### src/hdl/rics_pkg.sv
package rics_pkg;

    localparam int ADDR_W = 16;
    localparam int DATA_W = 8;
    localparam int TICK_W = 15;

    localparam logic [15:0] OFF_CAL_CTRL = 16'h0040;
    localparam logic [15:0] OFF_IRQ_EN = 16'h0042;
    localparam logic [15:0] OFF_CTRL_TWO = 16'h0043;
    localparam logic [15:0] OFF_STATUS = 16'h0044;
    localparam logic [15:0] OFF_ALARM_HOUR = 16'h0046;
    localparam logic [15:0] OFF_SECOND = 16'h0047;
    localparam logic [15:0] OFF_MINUTE = 16'h0048;
    localparam logic [15:0] OFF_HOUR = 16'h0049;
    localparam logic [15:0] OFF_DAY = 16'h004A;
    localparam logic [15:0] OFF_SW_DATA = 16'h004F;

    // control_two field positions
    localparam int CT_COMP_EN = 7;
    localparam int CT_SW_CLEAR = 3;
    localparam int CT_SW_EN = 2;
    localparam int CT_MOD_EN = 1;
    localparam int CT_FAST = 0;

    // status and enable bit positions
    localparam int EV_ALARM = 7;
    localparam int EV_SW = 6;
    localparam int EV_DAY = 5;
    localparam int EV_HOUR = 4;
    localparam int EV_MINUTE = 3;
    localparam int EV_SECOND = 2;
    localparam int EV_TICK1 = 1;
    localparam int EV_TICK2 = 0;

    localparam logic [7:0] IRQ_EN_RESET = 8'h00;
    localparam logic [7:0] FLAGS_RESET = 8'h00;
    localparam logic [7:0] SW_DATA_RESET = 8'h00;
    localparam logic [7:0] SW_DATA_MAX = 8'h63;

    localparam logic [1:0] WE_ARM = 2'h2;
    localparam logic [1:0] WE_STEP1 = 2'h0;
    localparam logic [1:0] WE_STEP2 = 2'h1;
    localparam logic [1:0] WE_STEP3 = 2'h3;

    // tick periods, counted in crystal clock cycles
    localparam longint XTAL_HZ = 32768;
    localparam longint US_PER_S = 1000000;
    localparam longint SW_TICKS_PER_S = 128;
    localparam longint TB1_SLOW_US = 500000;
    localparam longint TB1_FAST_US = 125000;
    localparam longint TB2_SLOW_US = 250000;
    localparam longint TB2_FAST_US = 62500;
    localparam int SW_CNT = int'(XTAL_HZ / SW_TICKS_PER_S);
    localparam int TB1_SLOW_CNT = int'(XTAL_HZ * TB1_SLOW_US / US_PER_S);
    localparam int TB1_FAST_CNT = int'(XTAL_HZ * TB1_FAST_US / US_PER_S);
    localparam int TB2_SLOW_CNT = int'(XTAL_HZ * TB2_SLOW_US / US_PER_S);
    localparam int TB2_FAST_CNT = int'(XTAL_HZ * TB2_FAST_US / US_PER_S);

    typedef enum logic [2:0] {
        WP_OPEN,
        WP_ARMED,
        WP_LOCKED,
        WP_UN1,
        WP_UN2,
        WP_UN3
    } rics_wp_t;

endpackage : rics_pkg

### src/hdl/rics_tick_gen.sv
`timescale 1ns/10ps
module rics_tick_gen #(
    parameter int CW = 15
) (
    input wire logic mclk,
    input wire logic rst,
    input wire logic step,
    input wire logic sel_fast,
    input wire logic [CW-1:0] last_slow,
    input wire logic [CW-1:0] last_fast,
    output logic tick
);

    logic [CW-1:0] cnt_reg;
    logic [CW-1:0] cnt_next;
    logic tick_reg;
    logic tick_next;
    logic [CW-1:0] last;

    always_comb begin
        last = sel_fast ? last_fast : last_slow;
        cnt_next = cnt_reg;
        tick_next = 1'b0;
        if (step) begin
            // a rate change mid-period takes effect at once; a count already at or past the new limit wraps on the next step
            if (cnt_reg >= last) begin
                cnt_next = '0;
                tick_next = 1'b1;
            end else begin
                cnt_next = cnt_reg + 1'b1;
            end
        end
    end

    always_ff @(posedge mclk) begin
        if (rst) begin
            cnt_reg <= '0;
            tick_reg <= 1'b0;
        end else begin
            cnt_reg <= cnt_next;
            tick_reg <= tick_next;
        end
    end

    assign tick = tick_reg;

endmodule : rics_tick_gen

### src/hdl/rics_top.sv
`timescale 1ns/10ps
// Behaviour
// - enable register at 0x0042, eight read/write enables, cleared by reset.
// - interrupt request whenever a flag and its enable are both set.
// - compensation enable kept through ordinary reset, cleared only at power-on.
// - writes to compensation and module enable ignored while protected.
// - stopwatch clear writes zero to counter, self-clears, reads zero.
// - stopwatch enable low holds the count; reset clears the enable.
// - module enable gates all activity without changing register contents.
// - fast select picks 0.125/0.0625 s ticks, else 0.5/0.25 s.
// - alarm flag set on match, cleared by status read then alarm hour read.
// - stopwatch flag set each 1/128 s tick, cleared via stopwatch data read.
// - day flag set per day increment, cleared via day register read.
// - hour flag set per hour increment, cleared via hour register read.
// - minute flag set per minute increment, cleared via minute register read.
// - second flag set per second increment, cleared via second register read.
// - timebase 1 flag set per tick, cleared via stopwatch data read.
// - timebase 2 flag set per tick, cleared via stopwatch data read.
// - tick generators run from the uncompensated crystal clock.
// - two writes of 2 to the write-enable field arm protection.
// - writes 0, 1, 3, 2 in order lift protection.
// - protection is inactive after any reset.
module rics_top #(
    parameter int SW_CNT = rics_pkg::SW_CNT,
    parameter int TB1_SLOW_CNT = rics_pkg::TB1_SLOW_CNT,
    parameter int TB1_FAST_CNT = rics_pkg::TB1_FAST_CNT,
    parameter int TB2_SLOW_CNT = rics_pkg::TB2_SLOW_CNT,
    parameter int TB2_FAST_CNT = rics_pkg::TB2_FAST_CNT
) (
    input wire logic mclk,
    input wire logic rst,
    input wire logic por,
    input wire logic crystal_clock,
    input wire logic [rics_pkg::ADDR_W-1:0] addr,
    input wire logic [rics_pkg::DATA_W-1:0] wr_data,
    input wire logic wr_stb,
    input wire logic rd_stb,
    input wire logic alarm_event,
    input wire logic day_event,
    input wire logic hour_event,
    input wire logic minute_event,
    input wire logic second_event,
    output logic [rics_pkg::DATA_W-1:0] rd_data,
    output logic cpu_irq,
    output logic compensation_enable,
    output logic clock_module_enable,
    output logic write_protect_active,
    output logic [7:0] stopwatch_data
);

    localparam int TW = rics_pkg::TICK_W;

    // crystal clock synchroniser and edge detect
    logic xtal_meta_reg;
    logic xtal_sync_reg;
    logic xtal_last_reg;
    logic xtal_step;

    always_comb begin
        xtal_step = xtal_sync_reg && !xtal_last_reg;
    end

    always_ff @(posedge mclk) begin
        if (rst) begin
            xtal_meta_reg <= 1'b0;
            xtal_sync_reg <= 1'b0;
            xtal_last_reg <= 1'b0;
        end else begin
            xtal_meta_reg <= crystal_clock;
            xtal_sync_reg <= xtal_meta_reg;
            xtal_last_reg <= xtal_sync_reg;
        end
    end

    // register state
    logic [7:0] irq_en_reg;
    logic [7:0] irq_en_next;
    logic [7:0] flags_reg;
    logic [7:0] flags_next;
    logic [7:0] seen_reg;
    logic [7:0] seen_next;
    logic [7:0] sw_data_reg;
    logic [7:0] sw_data_next;
    logic sw_en_reg;
    logic sw_en_next;
    logic mod_en_reg;
    logic mod_en_next;
    logic fast_reg;
    logic fast_next;
    logic comp_en_reg;
    logic comp_en_next;
    logic irq_reg;
    logic irq_next;
    logic [7:0] rd_data_reg;
    logic [7:0] rd_data_next;
    logic rst_any;
    logic wp_reg;
    logic wp_next;
    rics_pkg::rics_wp_t wp_state_reg;
    rics_pkg::rics_wp_t wp_state_next;

    // bus decode and flag sources
    logic wr_irq_en;
    logic wr_ctrl_two;
    logic wr_we_field;
    logic [1:0] we_val;
    logic rd_status;
    logic sw_clear_stb;
    logic base_step;
    logic sw_step;
    logic sw_gen_rst;
    logic sw_tick;
    logic tick1;
    logic tick2;
    logic [7:0] set_mask;
    logic [7:0] consumed;
    logic [7:0] clear_mask;

    // the stopwatch divider has no rate select, so both limits are equal
    localparam logic [TW-1:0] SW_LAST = TW'(SW_CNT - 1);
    localparam logic [TW-1:0] TB1_SLOW_LAST = TW'(TB1_SLOW_CNT - 1);
    localparam logic [TW-1:0] TB1_FAST_LAST = TW'(TB1_FAST_CNT - 1);
    localparam logic [TW-1:0] TB2_SLOW_LAST = TW'(TB2_SLOW_CNT - 1);
    localparam logic [TW-1:0] TB2_FAST_LAST = TW'(TB2_FAST_CNT - 1);

    // power-on also clears everything that ordinary reset clears except the crystal synchroniser flops
    always_comb begin
        rst_any = rst || por;
        wr_irq_en = wr_stb && (addr == rics_pkg::OFF_IRQ_EN);
        wr_ctrl_two = wr_stb && (addr == rics_pkg::OFF_CTRL_TWO);
        wr_we_field = wr_stb && (addr == rics_pkg::OFF_CAL_CTRL);
        we_val = wr_data[1:0];
        rd_status = rd_stb && (addr == rics_pkg::OFF_STATUS);
        sw_clear_stb = wr_ctrl_two && wr_data[rics_pkg::CT_SW_CLEAR];
        // dividers count raw crystal edges, never the compensated second
        base_step = xtal_step && mod_en_reg;
        sw_step = base_step && sw_en_reg;
        sw_gen_rst = rst_any || sw_clear_stb;
    end

    rics_tick_gen #(.CW(TW)) sw_gen_u (
        .mclk(mclk), .rst(sw_gen_rst), .step(sw_step), .sel_fast(1'b0),
        .last_slow(SW_LAST), .last_fast(SW_LAST), .tick(sw_tick)
    );

    rics_tick_gen #(.CW(TW)) tb1_gen_u (
        .mclk(mclk), .rst(rst_any), .step(base_step), .sel_fast(fast_reg),
        .last_slow(TB1_SLOW_LAST), .last_fast(TB1_FAST_LAST), .tick(tick1)
    );

    rics_tick_gen #(.CW(TW)) tb2_gen_u (
        .mclk(mclk), .rst(rst_any), .step(base_step), .sel_fast(fast_reg),
        .last_slow(TB2_SLOW_LAST), .last_fast(TB2_FAST_LAST), .tick(tick2)
    );

    always_comb begin
        set_mask = 8'h00;
        consumed = 8'h00;
        if (mod_en_reg) begin
            set_mask[rics_pkg::EV_ALARM] = alarm_event;
            set_mask[rics_pkg::EV_DAY] = day_event;
            set_mask[rics_pkg::EV_HOUR] = hour_event;
            set_mask[rics_pkg::EV_MINUTE] = minute_event;
            set_mask[rics_pkg::EV_SECOND] = second_event;
        end
        set_mask[rics_pkg::EV_SW] = sw_tick;
        set_mask[rics_pkg::EV_TICK1] = tick1;
        set_mask[rics_pkg::EV_TICK2] = tick2;
        if (rd_stb) begin
            if (addr == rics_pkg::OFF_ALARM_HOUR) begin
                consumed[rics_pkg::EV_ALARM] = 1'b1;
            end
            if (addr == rics_pkg::OFF_SW_DATA) begin
                consumed[rics_pkg::EV_SW] = 1'b1;
                consumed[rics_pkg::EV_TICK1] = 1'b1;
                consumed[rics_pkg::EV_TICK2] = 1'b1;
            end
            if (addr == rics_pkg::OFF_DAY) begin
                consumed[rics_pkg::EV_DAY] = 1'b1;
            end
            if (addr == rics_pkg::OFF_HOUR) begin
                consumed[rics_pkg::EV_HOUR] = 1'b1;
            end
            if (addr == rics_pkg::OFF_MINUTE) begin
                consumed[rics_pkg::EV_MINUTE] = 1'b1;
            end
            if (addr == rics_pkg::OFF_SECOND) begin
                consumed[rics_pkg::EV_SECOND] = 1'b1;
            end
        end
        // only flags that the status read showed may be consumed
        clear_mask = consumed & seen_reg;
        // an event in the clearing cycle wins over the clear
        flags_next = (flags_reg & ~clear_mask) | set_mask;
        seen_next = seen_reg & ~consumed;
        if (rd_status) begin
            seen_next = flags_reg;
        end
    end

    always_comb begin
        irq_en_next = irq_en_reg;
        comp_en_next = comp_en_reg;
        mod_en_next = mod_en_reg;
        sw_en_next = sw_en_reg;
        fast_next = fast_reg;
        if (wr_irq_en) begin
            irq_en_next = wr_data;
        end
        if (wr_ctrl_two) begin
            sw_en_next = wr_data[rics_pkg::CT_SW_EN];
            fast_next = wr_data[rics_pkg::CT_FAST];
            if (!wp_reg) begin
                comp_en_next = wr_data[rics_pkg::CT_COMP_EN];
                mod_en_next = wr_data[rics_pkg::CT_MOD_EN];
            end
        end
        // status writes decode to nothing, so the flags cannot be touched
        irq_next = |(flags_next & irq_en_next);
    end

    always_comb begin
        sw_data_next = sw_data_reg;
        if (sw_clear_stb) begin
            sw_data_next = rics_pkg::SW_DATA_RESET;
        end else if (sw_tick && sw_en_reg) begin
            if (sw_data_reg >= rics_pkg::SW_DATA_MAX) begin
                sw_data_next = rics_pkg::SW_DATA_RESET;
            end else begin
                sw_data_next = sw_data_reg + 8'h01;
            end
        end
    end

    // a wrong value mid-unlock falls back to locked, so stray writes never open it
    always_comb begin
        wp_state_next = wp_state_reg;
        if (wr_we_field) begin
            unique case (wp_state_reg)
                rics_pkg::WP_OPEN: wp_state_next = (we_val == rics_pkg::WE_ARM) ?
                    rics_pkg::WP_ARMED : rics_pkg::WP_OPEN;
                rics_pkg::WP_ARMED: wp_state_next = (we_val == rics_pkg::WE_ARM) ?
                    rics_pkg::WP_LOCKED : rics_pkg::WP_OPEN;
                rics_pkg::WP_LOCKED: wp_state_next = (we_val == rics_pkg::WE_STEP1) ?
                    rics_pkg::WP_UN1 : rics_pkg::WP_LOCKED;
                rics_pkg::WP_UN1: wp_state_next = (we_val == rics_pkg::WE_STEP2) ?
                    rics_pkg::WP_UN2 : rics_pkg::WP_LOCKED;
                rics_pkg::WP_UN2: wp_state_next = (we_val == rics_pkg::WE_STEP3) ?
                    rics_pkg::WP_UN3 : rics_pkg::WP_LOCKED;
                rics_pkg::WP_UN3: wp_state_next = (we_val == rics_pkg::WE_ARM) ?
                    rics_pkg::WP_OPEN : rics_pkg::WP_LOCKED;
                default: wp_state_next = rics_pkg::WP_LOCKED;
            endcase
        end
        wp_next = (wp_state_next != rics_pkg::WP_OPEN) && (wp_state_next != rics_pkg::WP_ARMED);
    end

    always_comb begin
        rd_data_next = 8'h00;
        if (rd_stb) begin
            if (addr == rics_pkg::OFF_IRQ_EN) begin
                rd_data_next = irq_en_reg;
            end else if (addr == rics_pkg::OFF_CTRL_TWO) begin
                // the clear bit always reads back as zero
                rd_data_next[rics_pkg::CT_COMP_EN] = comp_en_reg;
                rd_data_next[rics_pkg::CT_SW_EN] = sw_en_reg;
                rd_data_next[rics_pkg::CT_MOD_EN] = mod_en_reg;
                rd_data_next[rics_pkg::CT_FAST] = fast_reg;
            end else if (addr == rics_pkg::OFF_STATUS) begin
                rd_data_next = flags_reg;
            end else if (addr == rics_pkg::OFF_SW_DATA) begin
                rd_data_next = sw_data_reg;
            end
        end
    end

    always_ff @(posedge mclk) begin
        if (rst_any) begin
            irq_en_reg <= rics_pkg::IRQ_EN_RESET;
            flags_reg <= rics_pkg::FLAGS_RESET;
            seen_reg <= 8'h00;
            sw_data_reg <= rics_pkg::SW_DATA_RESET;
            sw_en_reg <= 1'b0;
            mod_en_reg <= 1'b0;
            fast_reg <= 1'b0;
            irq_reg <= 1'b0;
            rd_data_reg <= 8'h00;
            wp_state_reg <= rics_pkg::WP_OPEN;
            wp_reg <= 1'b0;
        end else begin
            irq_en_reg <= irq_en_next;
            flags_reg <= flags_next;
            seen_reg <= seen_next;
            sw_data_reg <= sw_data_next;
            sw_en_reg <= sw_en_next;
            mod_en_reg <= mod_en_next;
            fast_reg <= fast_next;
            irq_reg <= irq_next;
            rd_data_reg <= rd_data_next;
            wp_state_reg <= wp_state_next;
            wp_reg <= wp_next;
        end
    end

    // compensation survives ordinary reset; only power-on clears it
    always_ff @(posedge mclk) begin
        if (por) begin
            comp_en_reg <= 1'b0;
        end else begin
            comp_en_reg <= comp_en_next;
        end
    end

    assign rd_data = rd_data_reg;
    assign cpu_irq = irq_reg;
    assign compensation_enable = comp_en_reg;
    assign clock_module_enable = mod_en_reg;
    assign write_protect_active = wp_reg;
    assign stopwatch_data = sw_data_reg;
endmodule : rics_top

### config.mk
export PLATFORM = sky130hd
export DESIGN_NAME = rics_top
export DESIGN_NICKNAME = d
export VERILOG_FILES = /design/src/hdl/rics_pkg.sv /design/src/hdl/rics_tick_gen.sv /design/src/hdl/rics_top.sv
export SDC_FILE = /design/constraint.sdc
export NUM_CORES = 1
export LEC_CHECK = 0
export BUFFER_PORTS_ARGS = -buffer_cell sky130_fd_sc_hd__buf_4
export CORE_MARGIN = 3
export CORE_UTILIZATION = 40
export DETAILED_ROUTE_END_ITERATION = 7
export PLACE_DENSITY = 0.53
export SLEW_MARGIN = 20
export SYNTH_ARGS = -nofsm -noshare
export SYNTH_HDL_FRONTEND = slang
export SYNTH_HIERARCHICAL = 1
export SYNTH_SLANG_ARGS = --single-unit
### constraint.sdc
create_clock -name mclk -period 3.5 [get_ports mclk]
set_input_delay 0.875 -clock mclk [delete_from_list [all_inputs] [get_ports mclk]]
set_output_delay 0.875 -clock mclk [all_outputs]
set_load 0.01 [all_outputs]
# After elaboration in Yosys (flattened, before gate mapping)
# Index checks and enable logic that the tools add are counted.
[classes]
mux = 35
addsub = 4
n_bitwise = 11
eq_ne = 19
n_reduce_logical = 22
magnitude_cmp = 4
[op_table]
columns = ["cell", "n"]
rows = [
  ["equality test 16 x 7 -> 1 bit (second input constant)", 10],
  ["2-to-1 mux 8 bit", 7],
  ["adder 15 x 1 -> 15 bit (second input constant)", 3],
  ["2-to-1 mux 15 bit", 3],
  ["bitwise AND 8 bit", 4],
  [">= comparator 15 bit", 2],
  ["case mux 3 bit (6 select lines)", 1],
  ["inverter 8 bit", 2],
  [">= comparator 15 x 8 -> 1 bit (second input constant)", 1],
  ["2-to-1 mux 14 bit", 1],
  ["2-to-1 mux 1 bit", 13],
  ["2-to-1 mux 13 bit", 1],
  ["2-to-1 mux 3 bit", 4],
  ["logical AND 1 bit", 10],
  ["adder 8 x 1 -> 8 bit (second input constant)", 1],
  [">= comparator 8 x 7 -> 1 bit (second input constant)", 1],
  ["2-to-1 mux 4 bit", 2],
  ["OR 8 bit", 1],
  ["OR reduction 2 bit", 4],
  ["OR reduction 8 bit", 1],
  ["equality test 3 x 2 -> 1 bit (second input constant)", 2],
  ["equality test 3 bit (second input constant)", 2],
  ["2-to-1 mux 2 bit", 3],
  ["equality test 2 bit (second input constant)", 2],
  ["other kinds (10)", 14],
]
[word_totals]
reg_bits = 100

# Depth between registers and ports, before layout
# Gate-level depths: netlist of the first run.
[depth]
word_depth = 9
mapped_depth = 10
mapped_depth_nobuf = 7

# Modules after synthesis
# The synthesis of the first run kept the hierarchy.
[modules_own_cells]
columns = ["module", "area_per_inst_um2", "seq_area_each_um2", "cells_each", "n_inst"]
rows = [
  ["rics_tick_gen at sw_gen_u ...", 1237.4, 320.3, 131, 2],
  ["rics_top", 2412.3, 1041.0, 271, 1],
  ["rics_tick_gen at tb1_gen_u", 1252.5, 320.3, 133, 1],
]

# Least setup slack after synthesis of the first run
# No wires, ideal clock.
[synth_path]
kind = "input to register"
start = "input addr[13] (netlist name)"
end = "register sw_gen_u.cnt_reg[10]"
t_arrival_ns = 2.747
required_time_ns = 3.361
slack_ns = 0.614
path_stages = 8
path_cell_list = "nor4_2 nand3_1 nor3_1 a21oi_1 inv_1 buf_1 clkbuf_1 nor3_2"
[synth_between]
elab_chain_cells = 4
[synth_lines]
columns = ["item", "line_no", "source"]
rows = [
  ["start, declared", "rics_top.sv:34", "input wire logic [rics_pkg::ADDR_W-1:0] addr,"],
  ["equality test 16 x 7 -> 1 bit", "rics_top.sv:130", "wr_ctrl_two = wr_stb && (addr == rics_pkg::OFF_CTRL_TWO);"],
  ["logical AND 1 bit", "rics_top.sv:130", ""],
  ["logical AND 1 bit", "rics_top.sv:134", "sw_clear_stb = wr_ctrl_two && wr_data[rics_pkg::CT_SW_CLEAR];"],
  ["logical OR 1 bit", "rics_top.sv:138", "sw_gen_rst = rst_any || sw_clear_stb;"],
  ["via sw_gen_rst", "rics_top.sv:111", "logic sw_gen_rst;"],
  ["end signal, assigned", "rics_tick_gen.sv:40", "cnt_reg <= cnt_next;"],
  ["end, declared", "rics_tick_gen.sv:14", "logic [CW-1:0] cnt_reg;"],
]
# The timed path passes the listed nets, and every way through them passes these cells.
# A chain may end at the register's enable or synchronous reset.

# Final worst setup path of the first run
[layout_path]
start = "register fast_reg"
end = "register tb1_gen_u.tick_reg (netlist: tb1_gen_u/tick)"
[layout_between]
elab_chain_cells = 3
[layout_lines]
columns = ["item", "line_no", "source"]
rows = [
  ["start, declared", "rics_top.sv:88", "logic fast_reg;"],
  ["start signal, assigned", "rics_top.sv:297", "fast_reg <= fast_next;"],
  ["2-to-1 mux 14 bit", "rics_tick_gen.sv:21", "last = sel_fast ? last_fast : last_slow;"],
  [">= comparator 15 bit", "rics_tick_gen.sv:26", "if (cnt_reg >= last) begin"],
  ["2-to-1 mux 1 bit", "rics_tick_gen.sv:26", ""],
  ["end signal, assigned", "rics_tick_gen.sv:41", "tick_reg <= tick_next;"],
  ["end, declared", "rics_tick_gen.sv:16", "logic tick_reg;"],
]
# No other way between the ends.

==> impl_results.md, run 1 <==
- Die ar.: 0.0169 mm^2
- Clock Path Buffers: 2
- CP endpoint kind: flip-flop
- Clock sink count: 100
- Detailed placement HPWL: 11.5 mm
- Die Y: 130 um
- Hold path start: xtal_meta_reg$_SDFF_PP0_
- Worst r2r src: fast_reg$_SDFFE_PP0P_
- Syn_area_per_cell: ~9.2 um^2
- First-pass GRT wire length: 25.0 mm
- Clk slew on worst S/H paths: approximately 0.070 ns
- Post-Syn Instances: 666
- Worst-Margin Slew: 1.00 ns
- Crit path required time: 3.78 ns
- Area growth syn-to-layout: 20.1%
- Final Slew Violations: 0
- Synth area leader: dfxtp_1
- Maximum clock frequency: 351 MHz
- Number of gates resized after cts: 0
- Ys Warns: 6
- Largest net degree at the start of global routing: 57
- Seq/Total Area, Yosys: 32.6%
- Fillers: 1,422
- Fraction of registers with async set/reset: 0%
- Grt ovf: 0
- Clock skew: 0.00887 ns
- Clock Latency Late Sink: roughly 0.35 ns
- Ranking of synthesized cells by area: dfxtp_1 (33%), ha_1 (10%), mux2i_1 (8.6%), nor3_2 (4.9%), nand4_1 (3.9%)
- Final hold violations: 0
- Layout cell share with drive strength beyond 1: 18.1%
- H-tree depth: 3
- Unrepaired setup endpoints after global routing: false
- Via count of the routed design: 5,245
- Hold Path End: xtal_sync_reg$_SDFF_PP0_
- Status: completed
- Boundary pin count: 55
- DRT Pass-1 Iters: 5
- Worst r2r dst: tb1_gen_u/tick$_SDFF_PP0_
- Vias in the first global route: 5,084
- Drc violations: 0
- ANT cells: 0
- Hold path depth: 1
- Final setup TNS: 0 ns
- Final ANT Viol Nets: 0
- Root Buffer: clkbuf_16
- Die width: 130 um
- Initial drt markers: about 250
- Max-slew headroom: 32.9%
- Fin crit period: roughly 2.8 ns
- Critical path arrival: 3.13 ns
- Post-DR wirelength/cell: 15.0 um
- Initial Utilization: 41.6%
- Antenna violations before repair: 0
- VDD IR max: 0.233 mV
- TritonCTS Buffers: 9
- Final worst path period share: 81.3%
- Final wirelength: 15.0 mm
- Gr usage total: a little under a fifth
- Max-Cap Viols: 0
- Distinct cell type count after synthesis: 58
- Post-synth EDFFs: 0
- FF+latch count, synth: 100
- CP startpoint kind: flip-flop
- Critical-path maximum fanout: 20
- Row Count: 44
- DR vias/cell: ~5.3
- Reg2reg setup slack: between 0.6 and 0.7 ns
- Final Net Count: ~890
- CTS tree: done
- Util after Layout: 50.0%
- Crit Path Class: flip-flop to flip-flop
- Most used flip-flop cell after synthesis: dfxtp_1
- HP Class: flip-flop to flip-flop
- Leak: between 2 and 3 nW
- Core area: 0.0148 mm^2
- Placer Congestion: about 0.86
- Port Buf Inserts: 54
- # setup viols final: 0
- Post-synth top area share: 32.6%
- R2R depth: 7
- # hold bufs at CTS: 0
- Cell area after synthesis: 0.00614 mm^2
- Pwr dens: 308 mW/mm^2
- Post-CTS setup buffer count: 0
stage by stage:
stage / worst slack (ns) / instances / cell area, um^2 / hold WS, ns / total power [mW]
after floorplan: 0.614 / 755 / 6470 / 0.414 / 1.27
after global placement: 0.481 / 982 / 7090 / 0.419 / 1.33
after detailed placement: 0.469 / 982 / 7090 / 0.428 / 1.33
after CTS: 0.587 / 998 / 7370 / 0.445 / 2.30
after global routing: 0.360 / 998 / 7370 / 0.463 / 2.37
final: 0.653 / 998 / 7370 / 0.440 / 2.27
kinds of logic (layout without fill, tap and decap cells):
kind of cell	Yosys count	in the layout	share of synthesized area, %
adder cells (fa/ha/maj)	49	49	9.99
buffers and inverters	35	94	2.63
other	2	91	0.122
flip-flops	100	100	32.6
AND/OR/NAND/NOR	277	277	27.2
AO/OA/AOI/OAI	98	98	11.1
multiplexers	59	59	9.74
XOR/XNOR	46	46	6.56
where the power goes:
part / leakage, nW / switching, mW / internal [mW] / total, mW
combinational: 1.80 / 0.105 / 0.0701 / 0.175
sequential: 0.806 / 0.000323 / 1.14 / 1.14
clock: 0.136 / 0.438 / 0.522 / 0.960
total: 2.74 / 0.543 / 1.73 / 2.27
worst max-delay path: stages (launching register included):
cell and delay (ns):
dfxtp_2 0.71, mux2i_1 0.26, ha_1 0.17, nand4_1 0.16, nor4_2 0.35, a2111oi_2 0.11
a21boi_2 0.77, nor2b_1 0.23
layout by cell type, fill, tap and decap left out, drive strengths merged, types with 2 or more instances in the layout:
cell / count
and3: 6
buf: 68
nor3: 58
a2111oi: 4
o211ai: 2
a22o: 4
nor4: 15
a31oi: 3
o22ai: 2
and3b: 2
dfxtp: 100
nand4: 40
nand3b: 7
nand3: 24
ha: 49
clkinv: 2
a21oi: 34
a21boi: 3
o22a: 2
inv: 10
a222oi: 4
and2: 6
mux2i: 53
xor2: 24
a211oi: 4
nor2: 51
xnor2: 22
nor3b: 2
o21ai: 21
nand2b: 4
nor2b: 10
a22oi: 10
conb: 91
or4: 4
mux2: 6
nand2: 43
clkbuf: 13
Yosys cell counts, drive strengths merged (13+ instances only):
library cell and n:
xor2 24, clkbuf 13, nor3 58, mux2i 53, o21ai 21, nor4 15
nand2 43, nand4 40, nor2 51, a21oi 34, dfxtp 100, nand3 24
xnor2 22, ha 49
worst max-delay path by stage:
stage | start | endpoint | depth (start not counted)
after floorplan | addr[13] | sw_gen_u/cnt_reg[10]$_SDFFE_PP0P_ | 8
after detailed placement | addr[5] | cpu_irq$_SDFF_PP0_ | 7
after global routing | fast_reg$_SDFFE_PP0P_ | tb1_gen_u/tick$_SDFF_PP0_ | 7
final | fast_reg$_SDFFE_PP0P_ | tb1_gen_u/tick$_SDFF_PP0_ | 7
after CTS | fast_reg$_SDFFE_PP0P_ | tb1_gen_u/tick$_SDFF_PP0_ | 7
after global placement | addr[9] | cpu_irq$_SDFF_PP0_ | 7
layer usage:
metal  track usage, %  vias to the layer above  share of wire (%)
li1                 -                     2664                  -
met4             5.75                        0                1.9
met2             32.3                       92                 49
met3             3.11                       20                3.7
met5                0                        -                  0
met1             23.8                     2469                 46
layout make-up:
| class | instances | area [um^2] | share of cell area, % |
|---|---|---|---|
| Tap cell | 184 | 230 | 3.12 |
| Clock buffer | 13 | 260 | 3.53 |
| Timing Repair Buffer | 68 | 510 | 6.92 |
| Multi-Input combinational cell | 620 | 4310 | 58.5 |
| Sequential cell | 100 | 2000 | 27.2 |
| Inverter | 10 | 37.5 | 0.509 |
| Clock inverter | 3 | 21.3 | 0.288 |
Power figures use the tool's default switching activity.
==> run 2, diff against run 1 <==
- PLACE_DENSITY: 0.53 -> 0.56
- clock period: 3.5 -> 2.6 ns (I/O delays scaled with it)
==> impl_results.md, run 2 (synthesized netlist as in run 1, its figures left out) <==
- Critical-path maximum fanout: 15 (-25%)
- Vias in the first global route: 5,174 (+1.8%)
- DRT Pass-1 Iters: 5 (unchanged)
- Area growth syn-to-layout: 24.1%
- H-tree depth: 3 (unchanged)
- DR vias/cell: 5.29 (+0.60%)
- Die ar.: 0.0169 mm^2 (unchanged)
- Finished Layout Cells: 1,020 (+2.2%)
- Reg2reg setup slack: 0.20 ns (-0.45 ns)
- Final hold violations: 0 (unchanged)
- Grt ovf: 0 (unchanged)
- Clock skew: 0.00642 ns (-0.00245 ns)
- Gr usage total: 18.9% (+0.21 points)
- Crit path required time: 2.89 ns (-0.89 ns)
- Drc violations: 0 (unchanged)
- Boundary pin count: 55 (unchanged)
- Fillers: 1,399 (-1.6%)
- Crit Path Class: flip-flop to flip-flop
- Die width: 130 um (unchanged)
- Worst-Margin Slew: 0.934 ns (-0.0658 ns)
- Final wirelength: 15.4 mm (+2.9%)
- Hold Path End: xtal_sync_reg$_SDFF_PP0_
- Worst r2r dst: tb2_gen_u/tick$_SDFF_PP0_
- Post-DP Area: 0.00726 mm^2 (+2.4%)
- Critical-path top delay cell: dfxtp_2
- Clock sink count: 100 (unchanged)
- Max-slew headroom: 37.4% (+4.4 points)
- Root Buffer: clkbuf_16
- WHS: 0.445 ns (+0.00507 ns)
- Via count of the routed design: 5,393 (+2.8%)
- Placed cells: 1,003 (+2.1%)
- Commonest non-fill, non-tap cell in the layout: dfxtp_1
- Final worst path period share: 92.3% (+11 points)
- TritonCTS Buffers: 9 (unchanged)
- Most frequent cells in the layout: dfxtp_1 (99), conb_1 (91), buf_4 (88)
- Hold path depth: 1 (unchanged)
- Critical path arrival: 2.69 ns (-0.44 ns)
- ANT cells: 0 (unchanged)
- Leak: 2.87 nW (+4.7%)
- CP startpoint kind: flip-flop
- Detailed placement HPWL: 11.9 mm (+3.7%)
- Worst-path cell chain: mux2i_1 > ha_1 > nand4_1 > nor4_2 > a2111oi_4 > a21boi_4 > nor2b_1
- Clock Latency Late Sink: 0.35 ns (about the same)
- Max-Cap Viols: 0 (unchanged)
- Row Count: 44 (unchanged)
- Post-DR wirelength/cell: 15.1 um (+0.63%)
- R2R depth: 7 (unchanged)
- Largest net degree at the start of global routing: 23 (-60%)
- Antenna violations before repair: 0 (unchanged)
- Worst r2r src: fast_reg$_SDFFE_PP0P_
- Final Net Count: 915 (+2.5%)
- Die Y: 130 um (unchanged)
- Layout cell share with drive strength beyond 1: 20.3% (+2.3 points)
- Critical Path Max Stage Delay: 0.54 ns (-0.23 ns)
- Core area: 0.0148 mm^2 (unchanged)
- CTS tree: done
- HP Class: flip-flop to flip-flop
- Placer Congestion: 0.856 (about the same)
- Final ANT Viol Nets: 0 (unchanged)
- Port Buf Inserts: 54 (unchanged)
- # setup viols final: 0 (unchanged)
- CP endpoint kind: flip-flop
- Initial drt markers: 366 (+47%)
- Hold path start: xtal_meta_reg$_SDFF_PP0_
- Fin crit period: 2.40 ns (-0.447 ns)
- Util after Layout: 51.6% (+1.7 points)
- Status: completed
- VDD IR max: 0.314 mV (+35%)
- Initial Utilization: 41.6% (unchanged)
- Clk slew on worst S/H paths: 0.07 ns (about the same)
- Fin area: 0.00762 mm^2 (+3.3%)
- First-pass GRT wire length: 25.4 mm (+1.8%)
- Maximum clock frequency: 417 MHz (+19%)
- Clock Path Buffers: 2 (unchanged)
- Final Slew Violations: 0 (unchanged)
- Unrepaired setup endpoints after global routing: false
- Pwr dens: 415 mW/mm^2 (+34%)
- Total power: 3.16 mW (+39%)
run 2: changes by cell type in the layout (fill, tap and decap cells not counted):
cell       change
a2111oi_2      -2
a21boi_2       -2
bufinv_16      +1
clkbuf_1       -1
inv_6          +3
a2111oi_4      +2
buf_12         +2
clkinv_4       -1
clkbuf_8       -2
buf_4         +20
a21boi_4       +2
run 2: repair_timing:
action | CTS | global route
buffers inserted | 0 | 1
setup endpoints to repair | 15 | 20
hold buffers | 0 | 0
resized for setup | 1 | 3
pin swaps | 0 | 1
endpoints found under the hold margin | 0 | 0
run 2: worst max path at each step:
stage                               start  cells after the start  slack [ns]                         to
finish              fast_reg$_SDFFE_PP0P_                      7        0.20  tb2_gen_u/tick$_SDFF_PP0_
global route        fast_reg$_SDFFE_PP0P_                      7        0.02  tb2_gen_u/tick$_SDFF_PP0_
global placement                  addr[9]                      7       -0.05         cpu_irq$_SDFF_PP0_
floorplan                        addr[13]                      6        0.08         cpu_irq$_SDFF_PP0_
CTS                 fast_reg$_SDFFE_PP0P_                      7        0.01  tb2_gen_u/tick$_SDFF_PP0_
detailed placement                addr[9]                      7       -0.15         cpu_irq$_SDFF_PP0_
run 2: final cells by class:
class / count / area, um^2 / area share (%)
repair buffers: 90 / 701 / 9.20
multi-input cells: 620 / 4350 / 57.1
flip-flops and latches: 100 / 2000 / 26.3
inverters: 10 / 37.5 / 0.493
clock inverters: 6 / 68.8 / 0.903
well taps: 184 / 230 / 3.02
clock buffers: 10 / 229 / 3.00
run 2: power by group:
part           total, mW  switching, mW  leakage [nW]  internal [mW]
registers           1.53       0.000458         0.806           1.53
logic              0.250          0.145          1.92          0.105
clock network       1.38          0.623         0.144          0.756
run 2: critical path: cells and delay by family, from the launching register on:
family | cells | cell delay [ns]
adders and majority gates | 1 | 0.16
and+or+nand+nor | 3 | 0.76
muxes | 1 | 0.24
AOI/OAI and AO/OA | 2 | 0.62
DFF | 1 | 0.54
run 2: routing by layer:
layer / wire, um / vias to the layer above / GRT usage (%)
met5: 0 / - / 0
met4: 247 / 0 / 5.81
met3: 426 / 16 / 2.54
met2: 7510 / 92 / 32.5
met1: 7260 / 2565 / 24.6
li1: - / 2720 / -
run 2: per-stage QoR:
stage / TNS (ns) / worst slack (ns)
6_report: 0 / 0.200
4_1_cts: 0 / 0.0118
2_1_floorplan: 0 / 0.0760
3_3_place_gp: -0.0509 / -0.0509
3_5_place_dp: -0.246 / -0.148
5_1_grt: 0 / 0.0174
==> run 3, diff against run 2 <==
- CORE_MARGIN: 3 -> 4
==> impl_results.md, run 3 (synthesized netlist as in run 1, its figures left out) <==
- Final worst path period share: 91.0% (-1.3 points)
- Final hold violations: 0 (unchanged)
- Fillers: 1,437 (+2.7%)
- HP Class: flip-flop to flip-flop
- Root Buffer: clkbuf_16
- R2R depth: 7 (unchanged)
- Layout cell share with drive strength beyond 1: 20.5% (+0.19 points)
- Util after Layout: 50.4% (-1.3 points)
- Drc violations: 0 (unchanged)
- Worst r2r dst: tb2_gen_u/tick$_SDFF_PP0_
- DRT Pass-1 Iters: 5 (unchanged)
- Worst-Margin Slew: 0.910 ns (-0.0241 ns)
- Crit path max-delay family: simple AND/OR/NAND/NOR gates
- Grt ovf: 0 (unchanged)
- VDD IR max: 0.303 mV (-3.7%)
- Final setup TNS: 0 ns (unchanged)
- Detailed placement HPWL: 11.7 mm (-1.6%)
- Power share of the clock group: 45.3% (+1.7 points)
- Worst r2r src: fast_reg$_SDFFE_PP0P_
- Critical Path Sink: cpu_irq$_SDFF_PP0_
- TritonCTS Buffers: 9 (unchanged)
- Critical-path maximum fanout: 3 (-12)
- Max-Cap Viols: 0 (unchanged)
- Boundary pin count: 55 (unchanged)
- Vias in the first global route: 5,004 (-3.3%)
- Crit path required time: 2.83 ns (-0.06 ns)
- Unrepaired setup endpoints after global routing: false
- Fin crit period: 2.37 ns (-0.0347 ns)
- Final ANT Viol Nets: 0 (unchanged)
- H-tree depth: 3 (unchanged)
- Most frequent cells in the layout: dfxtp_1 (99), buf_4 (91), conb_1 (91)
- Worst Path Buf+Inv: 2 (+2)
- # hold bufs at CTS: 0 (unchanged)
- Total power: 3.25 mW (+2.8%)
- Logic pwr share: 7.6% (-0.3 points)
- DR vias/cell: 5.26 (-0.58%)
- Gr usage total: 17.2% (-1.7 points)
- Die ar.: 0.0174 mm^2 (+3.1%)
- Via count of the routed design: 5,393 (unchanged)
- Instance count on the critical path: 8 (+1)
- Clock Latency Late Sink: 0.35 ns (about the same)
- Int Power: 2.49 mW (+4.1%)
- Final wirelength: 14.9 mm (-3.8%)
- Most used cell, CP: buf_4
- Sw Pwr: 0.757 mW (-1.3%)
- ANT cells: 0 (unchanged)
- CP endpoint kind: flip-flop
- Largest net degree at the start of global routing: 26 (+13%)
- Die Y: 132 um (+1.5%)
- Clk slew on worst S/H paths: 0.07 ns (about the same)
- Initial drt markers: 285 (-22%)
- Clock sink count: 100 (unchanged)
- Reg2reg setup slack: 0.26 ns (+0.06 ns)
- Commonest non-fill, non-tap cell in the layout: dfxtp_1
- Status: completed
- Max-slew headroom: 39.0% (+1.6 points)
- Port Buf Inserts: 54 (unchanged)
- Critical-path top delay cell: or4_4
- Leak: 2.87 nW (+0.27%)
- Switching share of power: 23.3% (-0.98 points)
- Maximum clock frequency: 423 MHz (+1.5%)
- Core area: 0.0151 mm^2 (+2.7%)
- Share of power burned in registers: 47.2% (-1.3 points)
- Post-DR wirelength/cell: 14.5 um (-4.4%)
- Critical Path Max Stage Delay: 0.54 ns (about the same)
- Pwr dens: 426 mW/mm^2 (+2.7%)
- Crit Path Class: input pin to flip-flop
- Placer Congestion: 0.916 (+7.0%)
- Clock Path Buffers: 2 (unchanged)
- Die width: 132 um (+1.5%)
- Final Slew Violations: 0 (unchanged)
- Final Net Count: 917 (+0.22%)
- Area growth syn-to-layout: 24.3%
- Initial Utilization: 40.5% (-1.1 points)
- CP startpoint: addr[9]
- Critical path arrival: 2.59 ns (-0.10 ns)
- First-pass GRT wire length: 24.5 mm (-3.4%)
- Row Count: 45 (+2.3%)
- Clock skew: 0.00585 ns (-0.000571 ns)
- Antenna violations before repair: 0 (unchanged)
- Worst-path cell chain: buf_4 > or4_4 > buf_4 > nor4_4 > nand4_1 > a22o_1 > a2111oi_2 > a31oi_1
- CP startpoint kind: input pin
- CTS tree: done
- # setup viols final: 0 (unchanged)
==> run 3: cell count changes in the layout (fill, tap and decap cells not counted), sizes merged <==
cell	before	now
buf	90	92
bufinv	1	2
inv	13	12
==> run 3: how the worst min path moves through the flow <==
stage / start / end / slack [ns] / cells after the start
final: xtal_meta_reg$_SDFF_PP0_ / xtal_sync_reg$_SDFF_PP0_ / 0.44 / 1
after CTS: por / compensation_enable$_SDFFE_PP0P_ / 0.44 / 2
after global routing: por / compensation_enable$_SDFFE_PP0P_ / 0.45 / 2
after floorplan: xtal_meta_reg$_SDFF_PP0_ / xtal_sync_reg$_SDFF_PP0_ / 0.41 / 1
after global placement: xtal_meta_reg$_SDFF_PP0_ / xtal_sync_reg$_SDFF_PP0_ / 0.42 / 1
after detailed placement: xtal_meta_reg$_SDFF_PP0_ / xtal_sync_reg$_SDFF_PP0_ / 0.43 / 1
==> run 3: worst register-to-register path, cell delays in order (launching register included) <==
cell and delay [ns]:
dfxtp_2 0.49, mux2i_1 0.28, ha_1 0.28, nand4_1 0.14
nor4_2 0.07, a2111oi_2 0.52, a21boi_4 0.25, nor2b_1 0.20
==> run 3: area by class of cell <==
cell class / instances / area, um^2 / area share [%]
clock buffer: 10 / 229 / 3.00
tap: 188 / 235 / 3.08
sequential: 100 / 2000 / 26.3
multi-input combinational: 620 / 4330 / 56.7
timing repair buffer: 92 / 703 / 9.22
clock inverter: 6 / 96.3 / 1.26
inverter: 10 / 37.5 / 0.492
==> run 3: timing repair <==
item                                    CTS  global route
buffers inserted                          0             0
resized for setup                         0             2
endpoints found under the setup margin    0            30
==> run 3: per-stage QoR <==
stage               hold WS, ns  area [um^2]  std cells  setup slack (ns)
finish                    0.441         7630       1026             0.235
global route              0.445         7630       1026            0.0401
CTS                       0.436         7610       1026            0.0577
detailed placement        0.429         7290       1010            -0.135
global placement          0.421         7290       1010           -0.0994
floorplan                 0.414         6470        755            0.0760
==> run 3: power groups by stage <==
stage	combinational [mW]	clock [mW]	sequential, mW
floorplan	0.146	0	1.57
global placement	0.234	0	1.57
detailed placement	0.239	0	1.57
CTS	0.240	1.53	1.53
global route	0.281	1.58	1.53
finish	0.246	1.47	1.53
==> run 3: metal layers <==
| metal | wire [um] | GRT usage, % | share of wire, % | vias up |
|---|---|---|---|---|
| met5 | 0 | 0 | 0 | - |
| met4 | 195 | 5.31 | 1.3 | 0 |
| met3 | 703 | 3.36 | 4.7 | 18 |
| met2 | 7280 | 29.2 | 49 | 127 |
| met1 | 6680 | 21.9 | 45 | 2530 |
| li1 | - | - | - | 2718 |
